==> src/core/trig_seq_defines.vh <==
// Constants for the trigger sequencer broadcast and input-trigger block
// Assumes a 32-bit AXI4-Lite register bus
`ifndef TRIG_SEQ_DEFINES_VH
`define TRIG_SEQ_DEFINES_VH
`define CTRL_OFFSET      4'h0
`define BCAST_OFFSET     4'h4
`define CMD_OFFSET       4'h8
`define STATUS_OFFSET    4'hC
`define BCAST_RESET      16'h0000
`define ITM_RESET        2'h0
`define ITM_LSB          0
`define SWTRIG_BIT       2
`define SSTEP_BIT        3
`define RUN_BIT          4
`define CMD_WAIT_HIGH    4'h1
`define CMD_WAIT_LOW     4'h2
`define CMD_BROADCAST    4'h3
`define CMD_CTRL_STEP    4'h4
`define CMD_STEP_DELAY   4'h5
`define STEP_OPT_SWTRIG  4'hF
`define STEP_DELAY_RESET 8'h04
`endif

==> src/core/trig_seq.v <==
// Trigger sequencer: input-trigger waits with optional step delay and broadcast
// Assumes AXI4-Lite master; trig_in is asynchronous and synchronised here
//
// How it works
// - modes 11/10 level detect; 11 skips delay
// - modes 01/00 edge detect; 01 skips delay
// - mode used only by wait commands
// - upper broadcast bits pulse converter/capture triggers
// - compare clock bits pulse compare clocks
// - software trigger acts only in step option
`include "trig_seq_defines.vh"
module trig_seq #(
  parameter DELAY_W = 8
) (
  input  wire        core_clk,
  input  wire        reset_n,
  input  wire [3:0]  s_axi_awaddr,
  input  wire        s_axi_awvalid,
  output reg         s_axi_awready,
  input  wire [31:0] s_axi_wdata,
  input  wire [3:0]  s_axi_wstrb,
  input  wire        s_axi_wvalid,
  output reg         s_axi_wready,
  output reg  [1:0]  s_axi_bresp,
  output reg         s_axi_bvalid,
  input  wire        s_axi_bready,
  input  wire [3:0]  s_axi_araddr,
  input  wire        s_axi_arvalid,
  output reg         s_axi_arready,
  output reg  [31:0] s_axi_rdata,
  output reg  [1:0]  s_axi_rresp,
  output reg         s_axi_rvalid,
  input  wire        s_axi_rready,
  input  wire        trig_in,
  output reg  [15:0] bcast_out,
  output reg         sw_trig_out,
  output reg         step_done
);

////////////////////////////////////////////////////////////////////////////////
reg  [15:0] broadcast_enable_reg;
reg  [4:0]  ctrl;
reg  [3:0]  cmd_op;
reg  [3:0]  cmd_arg;
reg         cmd_pend;
reg         busy;
reg  [3:0]  cur_op;
reg         pol_high;
reg  [DELAY_W-1:0] delay_cnt;
reg         delaying;
reg         trig_s1;
reg         trig_s2;
reg         trig_prev;
reg  [3:0]  aw_addr;
reg         aw_have;
reg  [31:0] w_data;
reg         w_have;
wire [1:0]  itm = ctrl[1:0];
wire        trig_at = pol_high ? trig_s2 : ~trig_s2;
wire        trig_edge = pol_high ? (trig_s2 & ~trig_prev) : (~trig_s2 & trig_prev);
wire        hit = itm[1] ? trig_at : trig_edge;
wire        skip_delay = itm[0];
wire        wr_go = aw_have & w_have & ~s_axi_bvalid;

function ok_addr;
  input [3:0] a;
  begin
    ok_addr = (a == `CTRL_OFFSET) || (a == `BCAST_OFFSET) ||
              (a == `CMD_OFFSET) || (a == `STATUS_OFFSET);
  end
endfunction

////////////////////////////////////////////////////////////////////////////////
// Input synchroniser
always @(posedge core_clk or negedge reset_n) begin
  if (!reset_n) begin
    trig_s1   <= 1'b0;
    trig_s2   <= 1'b0;
    trig_prev <= 1'b0;
  end else begin
    trig_s1   <= trig_in;
    trig_s2   <= trig_s1;
    trig_prev <= trig_s2;
  end
end

////////////////////////////////////////////////////////////////////////////////
// Write channel; address and data accepted in either order
always @(posedge core_clk or negedge reset_n) begin
  if (!reset_n) begin
    s_axi_awready        <= 1'b1;
    s_axi_wready         <= 1'b1;
    aw_have              <= 1'b0;
    w_have               <= 1'b0;
    aw_addr              <= 4'h0;
    w_data               <= 32'h00000000;
    s_axi_bvalid         <= 1'b0;
    s_axi_bresp          <= 2'h0;
    broadcast_enable_reg <= `BCAST_RESET;
    ctrl                 <= 5'h00;
    cmd_op               <= 4'h0;
    cmd_arg              <= 4'h0;
    cmd_pend             <= 1'b0;
  end else begin
    if (s_axi_awvalid && s_axi_awready) begin
      aw_addr       <= s_axi_awaddr;
      aw_have       <= 1'b1;
      s_axi_awready <= 1'b0;
    end
    if (s_axi_wvalid && s_axi_wready) begin
      w_data       <= s_axi_wdata;
      w_have       <= 1'b1;
      s_axi_wready <= 1'b0;
    end
    // Pending command is kept until the run bit lets the engine take it
    if (cmd_pend && !busy && ctrl[`RUN_BIT])
      cmd_pend <= 1'b0;
    if (wr_go) begin
      aw_have      <= 1'b0;
      w_have       <= 1'b0;
      s_axi_bvalid <= 1'b1;
      s_axi_bresp  <= ok_addr(aw_addr) ? 2'h0 : 2'h2;
      case (aw_addr)
        `CTRL_OFFSET: begin
          if (s_axi_wstrb[0])
            ctrl <= w_data[4:0];
        end
        `BCAST_OFFSET: begin
          if (s_axi_wstrb[0])
            broadcast_enable_reg[7:0] <= w_data[7:0];
          if (s_axi_wstrb[1])
            broadcast_enable_reg[15:8] <= w_data[15:8];
        end
        `CMD_OFFSET: begin
          // Commands written while one runs are dropped
          if (s_axi_wstrb[0] && !cmd_pend && !busy) begin
            cmd_op   <= w_data[7:4];
            cmd_arg  <= w_data[3:0];
            cmd_pend <= 1'b1;
          end
        end
        default: begin
        end
      endcase
    end
    if (s_axi_bvalid && s_axi_bready) begin
      s_axi_bvalid  <= 1'b0;
      s_axi_awready <= 1'b1;
      s_axi_wready  <= 1'b1;
    end
  end
end

////////////////////////////////////////////////////////////////////////////////
// Read channel
always @(posedge core_clk or negedge reset_n) begin
  if (!reset_n) begin
    s_axi_arready <= 1'b1;
    s_axi_rvalid  <= 1'b0;
    s_axi_rdata   <= 32'h00000000;
    s_axi_rresp   <= 2'h0;
  end else if (s_axi_arvalid && s_axi_arready) begin
    s_axi_arready <= 1'b0;
    s_axi_rvalid  <= 1'b1;
    s_axi_rresp   <= ok_addr(s_axi_araddr) ? 2'h0 : 2'h2;
    // Unused upper bits read as zero
    case (s_axi_araddr)
      `CTRL_OFFSET: begin
        s_axi_rdata <= {27'h0000000, ctrl};
      end
      `BCAST_OFFSET: begin
        s_axi_rdata <= {16'h0000, broadcast_enable_reg};
      end
      `CMD_OFFSET: begin
        s_axi_rdata <= {24'h000000, cmd_op, cmd_arg};
      end
      `STATUS_OFFSET: begin
        // Synced level only; raw pin may be metastable
        s_axi_rdata <= {28'h0000000, delaying, trig_s2, cmd_pend, busy};
      end
      default: begin
        s_axi_rdata <= 32'h00000000;
      end
    endcase
  end else if (s_axi_rvalid && s_axi_rready) begin
    s_axi_rvalid  <= 1'b0;
    s_axi_arready <= 1'b1;
  end
end

////////////////////////////////////////////////////////////////////////////////
// Command engine; step delay is a fixed count, single-step bit is
// stored only for debug tools and changes nothing here
always @(posedge core_clk or negedge reset_n) begin
  if (!reset_n) begin
    busy        <= 1'b0;
    cur_op      <= 4'h0;
    pol_high    <= 1'b0;
    delaying    <= 1'b0;
    delay_cnt   <= {DELAY_W{1'b0}};
    bcast_out   <= 16'h0000;
    sw_trig_out <= 1'b0;
    step_done   <= 1'b0;
  end else begin
    bcast_out   <= 16'h0000;
    sw_trig_out <= 1'b0;
    step_done   <= 1'b0;
    if (!busy) begin
      if (cmd_pend && ctrl[`RUN_BIT]) begin
        case (cmd_op)
          `CMD_WAIT_HIGH, `CMD_WAIT_LOW: begin
            busy     <= 1'b1;
            cur_op   <= cmd_op;
            pol_high <= (cmd_op == `CMD_WAIT_HIGH);
            delaying <= 1'b0;
          end
          `CMD_BROADCAST: begin
            bcast_out <= broadcast_enable_reg;
            step_done <= 1'b1;
          end
          `CMD_CTRL_STEP: begin
            // Trigger fires only for the software-trigger option
            sw_trig_out <= ctrl[`SWTRIG_BIT] && (cmd_arg == `STEP_OPT_SWTRIG);
            step_done   <= 1'b1;
          end
          `CMD_STEP_DELAY: begin
            busy      <= 1'b1;
            cur_op    <= cmd_op;
            delaying  <= 1'b1;
            delay_cnt <= `STEP_DELAY_RESET;
          end
          default: step_done <= 1'b1;
        endcase
      end
    end else if (delaying) begin
      if (delay_cnt == {DELAY_W{1'b0}}) begin
        busy      <= 1'b0;
        delaying  <= 1'b0;
        step_done <= 1'b1;
      end else
        delay_cnt <= delay_cnt - 1'b1;
    end else if (hit) begin
      if (skip_delay) begin
        busy      <= 1'b0;
        step_done <= 1'b1;
      end else begin
        delaying  <= 1'b1;
        delay_cnt <= `STEP_DELAY_RESET;
      end
    end
  end
end

endmodule // trig_seq

==> config.mk <==
export PLATFORM = sky130hd
export DESIGN_NAME = trig_seq
export DESIGN_NICKNAME = d
export VERILOG_FILES = /design/src/core/trig_seq.v
export VERILOG_INCLUDE_DIRS = /design/src /design/src/core
export SDC_FILE = /design/constraint.sdc
export NUM_CORES = 1
export LEC_CHECK = 0
export BUFFER_PORTS_ARGS = -buffer_cell sky130_fd_sc_hd__buf_2
export CAP_MARGIN = 40
export CORE_ASPECT_RATIO = 0.6
export CORE_UTILIZATION = 57
export CTS_CLUSTER_SIZE = 40
export DETAILED_ROUTE_END_ITERATION = 8
export MAX_ROUTING_LAYER = met4
export PLACE_DENSITY = 0.85
export RECOVER_POWER = 50
export SETUP_SLACK_MARGIN = 0.3
export SYNTH_ARGS = -nofsm -noshare
export SYNTH_HDL_FRONTEND = slang
export SYNTH_SLANG_ARGS = --single-unit
==> constraint.sdc <==
create_clock -name core_clk -period 4.2 [get_ports core_clk]
set_input_delay 0.84 -clock core_clk [delete_from_list [all_inputs] [get_ports core_clk]]
set_output_delay 0.84 -clock core_clk [all_outputs]
set_load 0.005 [all_outputs]
==> impl_metrics.py <==
metrics = {
    "worst_setup_path": {
        "cp_cell_sequence": "clkbuf_1, nand2_1, nor3_1, and2_1, a22o_1",
        "setup.worst_path.start_class": "input pin",
        "slowest_stage": "nor3_1",
        "worstSetupPathType": "in -> reg",
        "crit_fanout": 19,
        "end_kind": "flip-flop",
        "path_buf_inv": 1,
        "critPathRequiredTime_ns": 4.48,
        "path_delay_family": "simple AND/OR/NAND/NOR gates",
        "slowest_delay_ns": 0.68,
        "cp.arrival_ns": 2.67,
    },
    "place": {
        "postPlaceCellArea_um2": 4880,
        "routabilityCongestion": 0.931,
        "port_buffers": 74,
        "dp_cells": 513,
        "hpwl_um": 6500,
    },
    "grt": {
        "antenna_found_initial": 0,
        "overflow": 0,
        "grt_pass1_wl_um": 14800,
        "grt_use_total_pct": 25.0,
        "grt_max_degree": 63,
        "grt_pass1_vias": 2900,
    },
    "route": {
        "vias": 2981,
        "drt_first_pass_iters": 6,
        "wl_per_cell_um": 17.0,
        "drc_errors": 0,
        "antenna_left": 0,
        "drt-initial-drc-count": 221,
        "drt-vias-per-instance": 5.64,
        "drt_wl_total_um": 8980,
    },
    "timing": {
        "setup_tns_ns": 0,
        "setup_violations": 0,
        "maxSlewViolCount": 0,
        "post-route-period-util_pct": 56.8,
        "fmax_mhz": 419,
        "finalCriticalPeriod_ns": 2.38,
        "hold_viol": 0,
        "rsz0062_at_grt": "false",
        "max-slew-margin-rel_pct": 15.7,
        "skew_ns": 0.00655,
        "worst_pin_slew_ns": 1.26,
    },
    "synthesis": {
        "synth-main-ff-cell": "dfrtp_1",
        "synth_area_leaders": "dfrtp_1 58%, mux2_2 12%, buf_4 3.0%",
        "post-synth-top-count-cell": "dfrtp_1",
        "synth_edf_count": 0,
        "ys_seq_elements": 107,
        "yosysTopAreaCellShare_pct": 58.2,
        "synthArstFlopShare_pct": 100,
        "synthCells": 344,
        "yosysTopAreaCell": "dfrtp_1",
        "syn_avg_cell_area_um2": 13.0,
        "ys_seq_area_share_pct": 59.9,
        "ys_types": 53,
        "synth_top_cells_by_count": "104 x dfrtp_1, 49 x mux2_2, 18 x and2_1, 18 x buf_4, 18 x nand2_1",
        "ys.warnings.count": 0,
        "syn_area_um2": 4470,
    },
    "clocking": {
        "cts_sinks": 107,
        "clk_latency_ns": 0.34,
        "clk_path_buf_depth": 2,
        "cts_buffers": 9,
        "clkTransAtPathRegs_ns": 0.07,
        "cts_tree": "yes",
        "htreeDepth": 3,
        "postCtsHoldBufs": 0,
        "root_buffer": "clkbuf_16",
        "cts_resized": 0,
        "post_cts.repair.setup_buffers": 0,
    },
    "power": {
        "intPower_mw": 1.98,
        "p_per_area_nw_per_um2": 544,
        "swShare_pct": 29.5,
        "p_clk_share_pct": 28.9,
        "power.net_switching_mw": 0.826,
        "leakage_nw": 2.59,
        "p_comb_share_pct": 16.9,
        "peakVddDrop_mv": 0.279,
        "p_seq_share_pct": 54.2,
        "power_mw": 2.80,
    },
    "min_path": {
        "hold_class": "reg -> reg",
    },
    "die": {
        "die_area_um2": 8220,
        "fp.dieW_um": 116,
        "core_um2": 7420,
        "rows": 24,
        "die_y_um": 70.6,
        "initial_core_util_pct": 60.3,
        "num_io_pins": 111,
    },
    "layout": {
        "postLayoutCoreUtil_pct": 69.5,
        "area_delta_synth_final_pct": 15.2,
        "nNetsFinal": 474,
        "diodes": 0,
        "drive_gt1_share_pct": 34.4,
        "final_area_um2": 5150,
        "stdcell_count": 529,
    },
    "job": {
        "drv_cap": 0,
    },
    "outcome": {
        "status": "complete, no violations",
    },
}
==> layer usage <==
layer	share of wire (%)	routed length (um)	track usage (%)
met5	0	0	-
met4	1.4	124	7.69
met3	9.1	813	8.14
met2	43	3820	33.6
met1	47	4220	36.0
==> final timing paths <==
check                         startpoint         endpoint  slack, ns  cells after the start
max                        s_axi_arvalid  s_axi_rdata[14]       1.82                      5
min                              trig_s1          trig_s2       0.36                      0
max reg2reg                s_axi_arready  s_axi_rdata[14]       1.85                      4
min reg2reg                      trig_s1          trig_s2       0.36                      0
max in group asynchronous        reset_n        step_done       2.03                      2
min in group asynchronous        reset_n   s_axi_rdata[2]       0.56                      1
==> layout by cell type (no fill, tap or decap), types with 4 or more instances in the layout <==
master / n
nor2_1: 9
conb_1: 18
and2_1: 18
clkbuf_16: 9
a22o_1: 13
nand2_1: 18
o21ai_0: 16
nor2b_1: 5
inv_1: 9
nor3_1: 4
nand3_1: 4
a21oi_1: 8
mux2_2: 49
nand3b_1: 4
clkbuf_1: 5
dfrtp_1: 104
buf_2: 70
mux4_2: 4
==> metrics by stage <==
step           worst slack [ns]  hold WS [ns]
6_report                   1.82         0.362
5_1_grt                    1.56         0.367
4_1_cts                    1.86         0.365
3_5_place_dp               1.50         0.348
3_3_place_gp               1.58         0.339
2_1_floorplan              2.23         0.331
==> power groups by stage <==
stage	Combinational (mW)	Sequential (mW)	Clock (mW)
final	0.474	1.52	0.809
after global routing	0.533	1.55	0.861
after CTS	0.481	1.51	0.825
after detailed placement	0.479	1.53	0
after global placement	0.452	1.51	0
after floorplan	0.383	1.43	0
==> cells by family (layout without fill, tap and decap cells) <==
family	Yosys count	count (layout)	share of synthesized area (%)
other	1	18	0.0838
DFF	107	107	59.9
AOI/OAI and AO/OA	61	61	9.51
buffers and inverters	37	101	4.70
and+or+nand+nor	81	81	10.4
adders and majority gates	2	2	0.559
muxes	55	55	14.8
==> cell type report <==
type                            instances  area [um2]
Clock buffer                            9         225
Clock inverter                          7        66.3
Fill cell                             547        2260
Inverter                                9        33.8
Multi-Input combinational cell        217        1640
Sequential cell                       107        2680
Tap cell                              104         130
Timing Repair Buffer                   76         377
==> worst reg2reg max path, delay by kind of cell, from the launching register on <==
kind	cells	cell delay, ns
flip-flops	1	0.58
AND/OR/NAND/NOR	3	1.52
AO/OA/AOI/OAI	1	0.19
No activity file was read; power rests on OpenSTA's default activity.
